===== src/tic_pkg.sv =====
// constants and types for the input capture unit
// assumes an apb master on core_clk and a free-running base timer
// Overview of operation
// - trigger event copies base count to capture
// - trigger edge: rising, falling or both
// - cleared enable stops captures and requests
// - no prescaler: capture on every trigger
// - channels 6,7 prescale: capture every N+1
// - capture sets that channel's request flag
// - filter passes level after three samples
// - gate ignores triggers after first capture
// - gate reopens on compare 4 or 5 match
// - channel 7 offers digital debounce option
// - edge field encoding 01 means rising
// - ch0 match reset gives period n plus 2
package tic_pkg;
	localparam int CNT_W = 16;               // base timer width
	localparam int NCH   = 8;                // channel count
	// register byte offsets
	localparam logic [11:0] A_BCTL  = 12'h000; // run, ch0 reset, divider
	localparam logic [11:0] A_CMP0  = 12'h004; // channel 0 compare
	localparam logic [11:0] A_GCMP4 = 12'h008; // gate compare 4
	localparam logic [11:0] A_GCMP5 = 12'h00c; // gate compare 5
	localparam logic [11:0] A_FSEL  = 12'h010; // function select
	localparam logic [11:0] A_CHEN  = 12'h014; // channel enable
	localparam logic [11:0] A_FLAGS = 12'h018; // request flags, read clears
	localparam logic [11:0] A_MASK  = 12'h01c; // interrupt mask
	localparam logic [11:0] A_CCTL  = 12'h020; // 8 control words
	localparam logic [11:0] A_PSC6  = 12'h040; // prescale channel 6
	localparam logic [11:0] A_PSC7  = 12'h044; // prescale channel 7
	localparam logic [11:0] A_COUNT = 12'h048; // live base count
	localparam logic [11:0] A_CAPV  = 12'h060; // 8 capture values
	// base control field positions
	localparam int BC_RUN = 0;               // base timer runs
	localparam int BC_RST = 1;               // reset on ch0 match
	localparam int BC_DIV = 8;               // low bit of divider
	// edge select encodings
	localparam logic [1:0] EDGE_RISE = 2'h1; // rising edge
	localparam logic [1:0] EDGE_FALL = 2'h2; // falling edge
	localparam logic [1:0] EDGE_BOTH = 2'h3; // both edges
	// filter clock select encodings
	localparam logic [1:0] FCK_F1 = 2'h1;    // every core clock
	localparam logic [1:0] FCK_F2 = 2'h2;    // every second clock
	localparam logic [1:0] FCK_BT = 2'h3;    // base timer clock
	localparam logic [3:0] FILT_N = 4'h3;    // samples to pass
	localparam logic [3:0] DEB_N  = 4'h8;    // debounce samples
	localparam logic [8:0] CCTL_RST = 9'h000; // control reset value
	// per channel capture control word
	typedef struct packed {
		logic       debounce;    // bit 8, channel 7 only
		logic       prescale_en; // bit 7
		logic       gate_aux;    // bit 6, stored only
		logic       gate_goc;    // bit 5
		logic       gate_en;     // bit 4
		logic [1:0] filt_sel;    // bits 3:2
		logic [1:0] edge_sel;    // bits 1:0
	} tic_cctl_t;
endpackage


===== src/tic_capmem.sv =====
// capture value store, one word per channel, registered read
// assumes several channels may capture in the same cycle
`timescale 1ns/10ps
module tic_capmem #(
	parameter int N = 8,  // words
	parameter int W = 16  // word width
) (
	input  wire logic         core_clk, // block clock
	input  wire logic         rst_n,    // sync reset, active low
	input  wire logic [N-1:0] we,       // per word write strobe
	input  wire logic [W-1:0] wdata,    // value to store
	input  wire logic [2:0]   raddr,    // read word
	output logic      [W-1:0] rdata     // registered read data
);
	logic [W-1:0] mem [N]; // stored values

	// each word keeps its value until its own strobe
	for (genvar i = 0; i < N; i++)
	begin : g_w
		always_ff @(posedge core_clk)
		begin
			if (!rst_n)
				mem[i] <= '0;
			else if (we[i])
				mem[i] <= wdata;
		end
	end

	// read port, readable any time
	always_ff @(posedge core_clk)
	begin
		if (!rst_n)
			rdata <= '0;
		else
			rdata <= mem[raddr];
	end
endmodule


===== src/tic_capture_unit.sv =====
// eight channel input capture unit with its base timer and apb slave
// assumes apb master on core_clk; trigger pins are asynchronous
`timescale 1ns/10ps
module tic_capture_unit #(
	parameter int PS_W = 8 // prescale register width
) (
	input  wire logic        core_clk,          // 20 mhz clock
	input  wire logic        rst_n,             // sync reset
	input  wire logic [11:0] paddr,             // apb address
	input  wire logic        psel,              // apb select
	input  wire logic        penable,           // apb enable
	input  wire logic        pwrite,            // apb direction
	input  wire logic [31:0] pwdata,            // apb write data
	output logic      [31:0] prdata,            // apb read data
	output logic             pready,            // apb ready
	output logic             pslverr,           // apb error
	input  wire logic [7:0]  trigger_input_pin, // trigger pins
	output logic             irq                // level interrupt
);
	localparam int CW = tic_pkg::CNT_W;

	logic [CW-1:0]    count;        // base timer
	logic             bt_run;       // base timer runs
	logic             reset_on_ch0_match_bit; // ch0 match reset
	logic [7:0]       bt_div;       // base clock divider
	logic [7:0]       div_cnt;      // divider counter
	logic             bt_tick;      // base timer clock strobe
	logic             half;         // halved clock strobe
	logic [CW-1:0]    channel0_compare_register; // ch0 compare
	logic [CW-1:0]    gcmp [6:7];   // gate compare 4 and 5
	logic [7:0]       function_select_register;  // 1 = capture
	logic [7:0]       channel_enable_register;   // 1 = running
	logic [7:0]       channel_request_flags;     // sticky flags
	logic [7:0]       mask;         // interrupt mask
	tic_pkg::tic_cctl_t cctl [8];   // capture control registers
	logic [PS_W-1:0]  psc [6:7];    // trigger prescale registers
	logic [PS_W-1:0]  ps_cnt [6:7]; // prescale counters
	logic [7:6]       closed;       // gate closed
	logic [7:0]       active;       // channel measuring
	logic [7:0]       lvl;          // filtered pin levels
	logic [7:0]       prev;         // previous filtered level
	logic [7:0]       trig;         // accepted trigger
	logic [7:0]       cap;          // capture instant
	logic [CW-1:0]    mem_rdata;    // capture store read data
	logic [31:0]      next_prdata;  // read mux
	logic             acc;          // apb access phase
	logic             wr;           // write completes
	logic             rd;           // read completes

	// true for every mapped register address
	function automatic logic mapped(input logic [11:0] a);
		mapped = (a[11:7] == 5'h00) && (a[1:0] == 2'h0) &&
			(a <= tic_pkg::A_COUNT || a >= tic_pkg::A_CAPV);
	endfunction

	// true when a sits in the 8 word window at base
	function automatic logic in_win(input logic [11:0] a,
		input logic [11:0] base);
		in_win = (a[11:5] == base[11:5]) && (a[1:0] == 2'h0);
	endfunction

	assign acc = psel & penable;
	assign wr  = acc & pready & pwrite;
	assign rd  = acc & pready & ~pwrite;

	// one wait state: ready in the second access cycle
	always_ff @(posedge core_clk)
	begin
		if (!rst_n)
		begin
			pready  <= 1'b0;
			pslverr <= 1'b0;
		end
		else
		begin
			pready  <= acc & ~pready;
			pslverr <= acc & ~pready & ~mapped(paddr);
		end
	end

	// base control and compare registers
	always_ff @(posedge core_clk)
	begin
		if (!rst_n)
		begin
			bt_run                    <= 1'b0;
			reset_on_ch0_match_bit    <= 1'b0;
			bt_div                    <= 8'h00;
			channel0_compare_register <= '0;
			gcmp[6]                   <= '0;
			gcmp[7]                   <= '0;
		end
		else if (wr)
		begin
			case (paddr)
				tic_pkg::A_BCTL:
				begin
					bt_run <= pwdata[tic_pkg::BC_RUN];
					reset_on_ch0_match_bit <= pwdata[tic_pkg::BC_RST];
					bt_div <= pwdata[tic_pkg::BC_DIV +: 8];
				end
				tic_pkg::A_CMP0:  channel0_compare_register <= pwdata[CW-1:0];
				tic_pkg::A_GCMP4: gcmp[6] <= pwdata[CW-1:0];
				tic_pkg::A_GCMP5: gcmp[7] <= pwdata[CW-1:0];
				default:          ;
			endcase
		end
	end

	// channel setup registers
	always_ff @(posedge core_clk)
	begin
		if (!rst_n)
		begin
			function_select_register <= 8'h00;
			channel_enable_register  <= 8'h00;
			mask                     <= 8'h00;
			psc[6]                   <= '0;
			psc[7]                   <= '0;
			for (int i = 0; i < 8; i++)
				cctl[i] <= tic_pkg::CCTL_RST;
		end
		else if (wr)
		begin
			// software selects capture and enables channel
			if (paddr == tic_pkg::A_FSEL)
				function_select_register <= pwdata[7:0];
			if (paddr == tic_pkg::A_CHEN)
				channel_enable_register <= pwdata[7:0];
			if (paddr == tic_pkg::A_MASK)
				mask <= pwdata[7:0];
			if (paddr == tic_pkg::A_PSC6)
				psc[6] <= pwdata[PS_W-1:0];
			if (paddr == tic_pkg::A_PSC7)
				psc[7] <= pwdata[PS_W-1:0];
			if (in_win(paddr, tic_pkg::A_CCTL))
				cctl[paddr[4:2]] <= pwdata[8:0];
		end
	end

	// base timer clock strobe from divider, halved strobe
	always_ff @(posedge core_clk)
	begin
		if (!rst_n)
		begin
			div_cnt <= 8'h00;
			half    <= 1'b0;
		end
		else
		begin
			half    <= ~half;
			div_cnt <= (div_cnt >= bt_div) ? 8'h00 : div_cnt + 8'h01;
		end
	end
	assign bt_tick = bt_run & (div_cnt >= bt_div);

	// base timer, optionally reset after ch0 compare plus one
	always_ff @(posedge core_clk)
	begin
		if (!rst_n)
			count <= '0;
		else if (bt_tick)
		begin
			if (reset_on_ch0_match_bit &&
				count == channel0_compare_register + CW'(1))
				count <= '0;
			else
				count <= count + CW'(1);
		end
	end

	assign active = channel_enable_register & function_select_register;

	// per channel filter, edge detect and capture decision
	for (genvar j = 0; j < 8; j++)
	begin : g_ch
		logic       se;    // filter sample strobe
		logic       deb;   // debounce in use
		logic       edg;   // selected edge seen
		logic [1:0] fs;    // filter clock select

		assign fs  = cctl[j].filt_sel;
		assign deb = (j == 7) && cctl[j].debounce;
		// filter sample clock select
		always_comb
		begin
			case (fs)
				tic_pkg::FCK_F1: se = 1'b1;
				tic_pkg::FCK_F2: se = half;
				tic_pkg::FCK_BT: se = bt_tick;
				default:         se = deb;
			endcase
		end

		tic_filter u_filt (
			.core_clk  (core_clk),
			.rst_n     (rst_n),
			.pin       (trigger_input_pin[j]),
			.filt_on   ((fs != 2'h0) | deb),
			.sample_en (se),
			.need      (deb ? tic_pkg::DEB_N : tic_pkg::FILT_N),
			.level     (lvl[j])
		);

		// edge select decode
		always_comb
		begin
			case (cctl[j].edge_sel)
				tic_pkg::EDGE_RISE: edg = lvl[j] & ~prev[j];
				tic_pkg::EDGE_FALL: edg = ~lvl[j] & prev[j];
				tic_pkg::EDGE_BOTH: edg = lvl[j] ^ prev[j];
				default:            edg = 1'b0;
			endcase
		end

		// only a running channel accepts triggers
		assign trig[j] = edg & active[j];

		if (j >= 6)
		begin : g_gp
			logic pre_ok; // prescale count reached

			assign pre_ok = ~cctl[j].prescale_en ||
				ps_cnt[j] == psc[j];
			// closed gate ignores triggers
			assign cap[j] = trig[j] & ~closed[j] & pre_ok;

			// prescale counter of accepted triggers
			always_ff @(posedge core_clk)
			begin
				if (!rst_n || !active[j] || !cctl[j].prescale_en)
					ps_cnt[j] <= '0;
				else if (trig[j] && !closed[j])
					ps_cnt[j] <= pre_ok ? '0 : ps_cnt[j] + PS_W'(1);
			end

			// gate closes after capture, may reopen on match
			always_ff @(posedge core_clk)
			begin
				if (!rst_n || !active[j] || !cctl[j].gate_en)
					closed[j] <= 1'b0;
				else if (cctl[j].gate_goc && closed[j] &&
					count == gcmp[j])
					closed[j] <= 1'b0;
				else if (cap[j])
					closed[j] <= 1'b1;
			end
		end
		else
		begin : g_plain
			assign cap[j] = trig[j];
		end
	end

	// filtered level history for edge detection
	always_ff @(posedge core_clk)
	begin
		if (!rst_n)
			prev <= 8'h00;
		else
			prev <= lvl;
	end

	// capture store; each capture overwrites its word
	tic_capmem #(
		.N (8),
		.W (CW)
	) u_mem (
		.core_clk (core_clk),
		.rst_n    (rst_n),
		.we       (cap),
		.wdata    (count),
		.raddr    (paddr[4:2]),
		.rdata    (mem_rdata)
	);

	// request flags: capture sets, a read clears only the bits it
	// returned, so a capture landing between sample and clear survives
	always_ff @(posedge core_clk)
	begin
		if (!rst_n)
			channel_request_flags <= 8'h00;
		else if (rd && paddr == tic_pkg::A_FLAGS)
			channel_request_flags <= (channel_request_flags &
				~prdata[7:0]) | cap;
		else
			channel_request_flags <= channel_request_flags | cap;
	end

	assign irq = |(channel_request_flags & mask);

	// read mux; unmapped reads return zero
	always_comb
	begin
		next_prdata = 32'h0000_0000;
		if (in_win(paddr, tic_pkg::A_CCTL))
			next_prdata = {23'h000000, cctl[paddr[4:2]]};
		else if (in_win(paddr, tic_pkg::A_CAPV))
			next_prdata = {16'h0000, mem_rdata};
		else
		begin
			case (paddr)
				tic_pkg::A_BCTL: next_prdata = {16'h0000, bt_div,
					6'h00, reset_on_ch0_match_bit, bt_run};
				tic_pkg::A_CMP0:  next_prdata[CW-1:0] = channel0_compare_register;
				tic_pkg::A_GCMP4: next_prdata[CW-1:0] = gcmp[6];
				tic_pkg::A_GCMP5: next_prdata[CW-1:0] = gcmp[7];
				tic_pkg::A_FSEL:  next_prdata[7:0] = function_select_register;
				tic_pkg::A_CHEN:  next_prdata[7:0] = channel_enable_register;
				tic_pkg::A_FLAGS: next_prdata[7:0] = channel_request_flags;
				tic_pkg::A_MASK:  next_prdata[7:0] = mask;
				tic_pkg::A_PSC6:  next_prdata[PS_W-1:0] = psc[6];
				tic_pkg::A_PSC7:  next_prdata[PS_W-1:0] = psc[7];
				tic_pkg::A_COUNT: next_prdata[CW-1:0] = count;
				default:          ;
			endcase
		end
	end

	// read data captured in the first access cycle
	always_ff @(posedge core_clk)
	begin
		if (!rst_n)
			prdata <= 32'h0000_0000;
		else if (acc && !pready)
			prdata <= next_prdata;
	end

	// captures set the flag on the next edge
	a_flag_on_cap: assert property (@(posedge core_clk) disable iff (!rst_n)
		cap[0] |=> channel_request_flags[0])
		else $error("capture did not raise request flag");

	// disabled channels never capture
	a_no_cap_off: assert property (@(posedge core_clk) disable iff (!rst_n)
		!active[3] |-> !cap[3])
		else $error("capture on disabled channel");

	// closed gate blocks captures
	a_gate_blocks: assert property (@(posedge core_clk) disable iff (!rst_n)
		closed[7] |-> !cap[7])
		else $error("capture through closed gate");

	// gate reopens on gate compare match
	a_gate_reopen: assert property (@(posedge core_clk) disable iff (!rst_n)
		active[7] && cctl[7].gate_en && cctl[7].gate_goc && closed[7] &&
		count == gcmp[7] |=> !closed[7])
		else $error("gate failed to reopen on match");

	// period of ch0 match reset is compare plus two
	a_timer_wrap: assert property (@(posedge core_clk) disable iff (!rst_n)
		bt_tick && reset_on_ch0_match_bit &&
		count == channel0_compare_register + CW'(1) |=> count == '0)
		else $error("base timer did not wrap at compare plus one");

	// prescaled capture only when counter equals prescale value
	a_psc_period: assert property (@(posedge core_clk) disable iff (!rst_n)
		cap[6] && cctl[6].prescale_en |-> ps_cnt[6] == psc[6] ##1
		ps_cnt[6] == '0)
		else $error("prescaled capture at wrong count");

	// rising edge selection only fires on a high level
	a_edge_rise: assert property (@(posedge core_clk) disable iff (!rst_n)
		trig[1] && cctl[1].edge_sel == tic_pkg::EDGE_RISE |->
		lvl[1] && !prev[1])
		else $error("rising trigger without rising level");

	// without prescaler or closed gate every trigger captures
	a_every_trig: assert property (@(posedge core_clk) disable iff (!rst_n)
		trig[6] && !cctl[6].prescale_en && !closed[6] |-> cap[6])
		else $error("trigger without capture");
endmodule


===== src/tic_filter.sv =====
// sampled digital filter for one trigger input pin
// assumes pin is asynchronous; sample_en comes from core_clk logic
`timescale 1ns/10ps
module tic_filter (
	input  wire logic       core_clk,  // block clock
	input  wire logic       rst_n,     // sync reset, active low
	input  wire logic       pin,       // raw trigger pin
	input  wire logic       filt_on,   // filter in use
	input  wire logic       sample_en, // sample strobe
	input  wire logic [3:0] need,      // matching samples needed
	output logic            level      // filtered level
);
	logic       s1;   // first synchroniser stage
	logic       s2;   // second synchroniser stage
	logic       last; // previous sample
	logic [3:0] run;  // matching sample count

	// two-stage synchroniser
	always_ff @(posedge core_clk)
	begin
		s1 <= rst_n ? pin : 1'b0;
		s2 <= rst_n ? s1 : 1'b0;
	end

	// count equal samples and pass the level once enough match
	always_ff @(posedge core_clk)
	begin
		if (!rst_n)
		begin
			last  <= 1'b0;
			run   <= 4'h0;
			level <= 1'b0;
		end
		else if (!filt_on)
		begin
			// bypass: synchronised level passes straight
			last  <= s2;
			run   <= 4'h0;
			level <= s2;
		end
		else if (sample_en)
		begin
			last <= s2;
			if (s2 != last)
				run <= 4'h1;
			else if (run < need)
				run <= run + 4'h1;
			if (s2 == last && run + 4'h1 >= need)
				level <= s2;
		end
	end
endmodule


===== config.mk =====
export PLATFORM = sky130hd
export DESIGN_NAME = tic_capture_unit
export DESIGN_NICKNAME = d
export VERILOG_FILES = /design/src/tic_pkg.sv /design/src/tic_capmem.sv /design/src/tic_capture_unit.sv /design/src/tic_filter.sv
export SDC_FILE = /design/constraint.sdc
export NUM_CORES = 1
export LEC_CHECK = 0
export BUFFER_PORTS_ARGS = -buffer_cell sky130_fd_sc_hd__buf_2
export CAP_MARGIN = 20
export CORE_UTILIZATION = 31
export CTS_CLUSTER_SIZE = 12
export DETAILED_ROUTE_END_ITERATION = 6
export PLACE_DENSITY = 0.45
export SKIP_LAST_GASP = 1
export SLEW_MARGIN = 40
export SYNTH_ARGS = -nofsm -noshare
export SYNTH_HDL_FRONTEND = slang
export SYNTH_SLANG_ARGS = --single-unit
export TNS_END_PERCENT = 5

===== constraint.sdc =====
create_clock -name core_clk -period 3.7 [get_ports core_clk]
set_input_delay 0.555 -clock core_clk [delete_from_list [all_inputs] [get_ports core_clk]]
set_output_delay 0.555 -clock core_clk [all_outputs]
set_load 0.005 [all_outputs]

==> impl_metrics.csv <==
group,metric,value,unit
run_status,status,"completed",
floorplan,dieArea,73800,sq um
routing,drt_iter0_drc,1217,
synthesis,synth.ff_latch_count,455,
global_routing,grt_use_total,0.195,
clocking,cts_tree,"built",
clocking,htreeDepth,2,
global_routing,grt_util_met3,0.0250,
sta,timing.final.crit_share,0.801,
clocking,clock_latency,0.63,ns
power_and_ir_drop,powerDensity,448,nW/um^2
synthesis,synth_edf_count,264,
hold_path,holdPathStages,2,
layout,final_cell_mix,"edfxtp_1, nor2_1, dfxtp_1, and2_1, nand2_1",
hold_path,hold_path.class,"input port to flop",
worst_setup_path,cp_max_fo,11,
routing,vias,16200,
clocking,cts_resized,0,
clocking,cts_root_buf,"clkbuf_16",
worst_setup_path,slowest_stage,"a311oi_1",
worst_setup_path,cp-end-kind,"flop",
sta,fin_crit,2.96,ns
placed_design,portBuffers,59,
worst_setup_path,cp.arrival,3.44,ns
power_and_ir_drop,p_comb_frac,0.059,
routing,routed_via_density,5.09,
global_routing,grt_antenna_before_repair,1,
floorplan,coreArea,71700,sq um
power_and_ir_drop,clkPwrFrac,0.461,
synthesis,syn_avg_cell_area,10.7,sq um
synthesis,ys.flop_type,"edfxtp_1",
run,cap_violations,0,
placed_design,numPlacedInstances,3075,
layout,syn_to_final_growth,15.3,%
sta,totalNegativeSetupSlack,0,ns
clocking,cts_made_buffers,54,
worst_setup_path,crit_required,4.18,ns
clocking,clock-sinks,455,
synthesis,yosysUniqueCellTypes,66,
worst_setup_path,critPathMaxStageDelay,0.67,ns
global_routing,grt_overflow,0,
floorplan,fp-row-count,98,
power_and_ir_drop,swShare,0.239,
power_and_ir_drop,cellInternalPower,0.00886,W
global_routing,grt_pass1_wl,107000,um
clocking,clockBufferDepth,3,
sta,slew_headroom,0.448,
routing,drt-total-wl,72200,um
layout,final_common_cell,"edfxtp_1",
floorplan,die_h,272,um
routing,drt_pass1_iterations,7,
sta,setup_viol,0,
clocking,clkTransAtPathRegs,0.06,ns
floorplan,die_w,272,um
layout,multiInputGateArea,10000,sq um
worst_setup_path,cp-start-kind,"flop",
sta,max_freq,337,MHz
power_and_ir_drop,p_switching,0.00278,W
synthesis,synth-seq-area-share,0.521,
power_and_ir_drop,seqPwrFrac,0.480,
clocking,hold_buffers,0,
sta,skew,0.0428,ns
layout,drive_gt1_frac,0.139,
worst_setup_path,cp_cell_sequence,"inv_1, ha_1, a21oi_1, o21ai_0, a31o_2, nand2_1, a311oi_1, mux2i_1, nor2_1",
worst_setup_path,critPathKind,"flop to flop",
floorplan,start_util,0.314,
sta,drv_slew,0,
routing,route.detailed.drc,0,
sta,rsz0062_at_grt,"false",
global_routing,busiest_layer,"met2",
layout,register_area,11800,sq um
floorplan,pin_count,92,
layout,fillers,7214,
synthesis,synth.cell_area,22600,sq um
routing,ant_nets,0,
routing,post_drt_wl_per_cell,22.7,um
sta,final_hold_viol_count,0,
synthesis,yosys.area.top_type_share,0.352,
layout,final_cells,3177,
synthesis,yosys.area.top_type,"edfxtp_1",
clocking,cts_setup_buffers,0,
global_routing,grt_max_degree,88,
global_routing,globalRouteMet2Util,0.336,
synthesis,syn_inst,2111,
layout,fin_nets,2288,
power_and_ir_drop,ir_drop,0.000318,V
synthesis,synthTopCellsByArea,"edfxtp_1, dfxtp_1, mux4_2",
sta,tightest_slew,0.827,ns
global_routing,use_met1,0.253,
placed_design,gp_congestion,0.928,
synthesis,synthArstFlopShare,0,
power_and_ir_drop,leakagePower,9.71,nW
placed_design,hpwl,50800,um
global_routing,grt_pass1_vias,16200,
worst_setup_path,ff2ff_path_depth,9,
synthesis,synth_warnings,0,
## kinds of logic (layout without fill, tap and decap cells)
logic type | count (synthesis) | after routing | share of synthesized area
mux | 148 | 148 | 0.0959
fa+ha+maj | 50 | 50 | 0.0277
simple gates | 852 | 852 | 0.193
flops | 455 | 455 | 0.521
compound gates | 279 | 279 | 0.0782
other cells | 1 | 17 | 0.000166
buf+inv | 208 | 308 | 0.0379
xor+xnor | 118 | 118 | 0.0458
## per-stage QoR
stage / hold WS (ns) / instance area, sq um / total power, W / util / setup WS (ns)
floorplan: 0.412 / 22600 / 0.00608 / - / 0.00920
global placement: 0.417 / 24200 / 0.00638 / 0.337 / 0.401
detailed placement: 0.423 / 24200 / 0.00638 / 0.337 / 0.400
CTS: 0.123 / 26000 / 0.0118 / 0.362 / 0.668
global route: 0.155 / 26000 / 0.0120 / 0.362 / 0.484
finish: 0.159 / 26000 / 0.0116 / 0.362 / 0.736
## critical path, delay by kind of cell (launching register included)
family	cells	cell delay [ns]
AOI/OAI and AO/OA	4	1.35
and+or+nand+nor	2	0.42
DFF	1	0.39
adders and majority gates	1	0.30
muxes	1	0.25
buffers and inverters	1	0.07
## final cells by class
class	count	share of cell area
flip-flops and latches	455	0.452
multi-input cells	1463	0.385
repair buffers	144	0.0381
inverters	63	0.00919
clock buffers	78	0.0622
clock inverters	23	0.00751
diodes	1	0.0000962
well taps	950	0.0457
## power by group through the flow
stage | combinational (W) | sequential (W) | clock [W]
floorplan | 0.000425 | 0.00565 | 0
global placement | 0.000686 | 0.00569 | 0
detailed placement | 0.000690 | 0.00570 | 0
CTS | 0.000692 | 0.00559 | 0.00551
global route | 0.000738 | 0.00560 | 0.00570
finish | 0.000682 | 0.00559 | 0.00537
## final timing paths
kind / endpoint / start / slack (ns)
min: g_ch[7].u_filt.s1 / trigger_input_pin[7] / 0.16
min reg2reg: g_ch[2].u_filt.s2 / g_ch[2].u_filt.s1 / 0.43
max: g_ch[6].u_filt.run[1] / bt_div[5] / 0.74
max reg2reg: g_ch[6].u_filt.run[1] / bt_div[5] / 0.74
## registers in the layout (all words and copies together) (netlist names), 16 cells and up
name and cells:
ps_cnt 16, count 16, cctl 72, gcmp 32
channel0_compare_register 16, u_mem.rdata 16, prdata 16, g_ch.u_filt.run 32
u_mem.mem 128, psc 16
## cell usage after synthesis (4+ instances only)
cell type	n
xnor2_1	87
a211oi_1	11
or3_1	5
edfxtp_1	264
dfxtp_1	191
o41ai_1	6
nor2_1	205
buf_1	17
xor2_1	31
a21o_1	4
clkbuf_1	105
buf_2	6
nor2b_1	13
mux4_2	54
a21oi_1	84
nor3_1	31
mux2i_1	89
inv_1	62
a21boi_0	5
nand4_1	21
or4_1	4
nand2_1	166
and2_1	180
a31oi_1	16
or2_2	4
a221oi_1	12
ha_1	50
a32o_1	6
and3_1	122
nor4_1	7
buf_4	16
o21ai_0	73
o211ai_1	13
a22o_1	5
o22ai_1	9
mux2_2	5
a22oi_1	12
nand3_1	56
nand2b_1	19
nand3b_1	5
## layer usage
| layer | wire length (um) | part of all wire |
|---|---|---|
| met2 | 35500 | 0.49 |
| met4 | 1880 | 0.026 |
| met1 | 32000 | 0.44 |
| met3 | 2880 | 0.040 |
| met5 | 0 | 0 |
(Power assumes the default switching activity.)
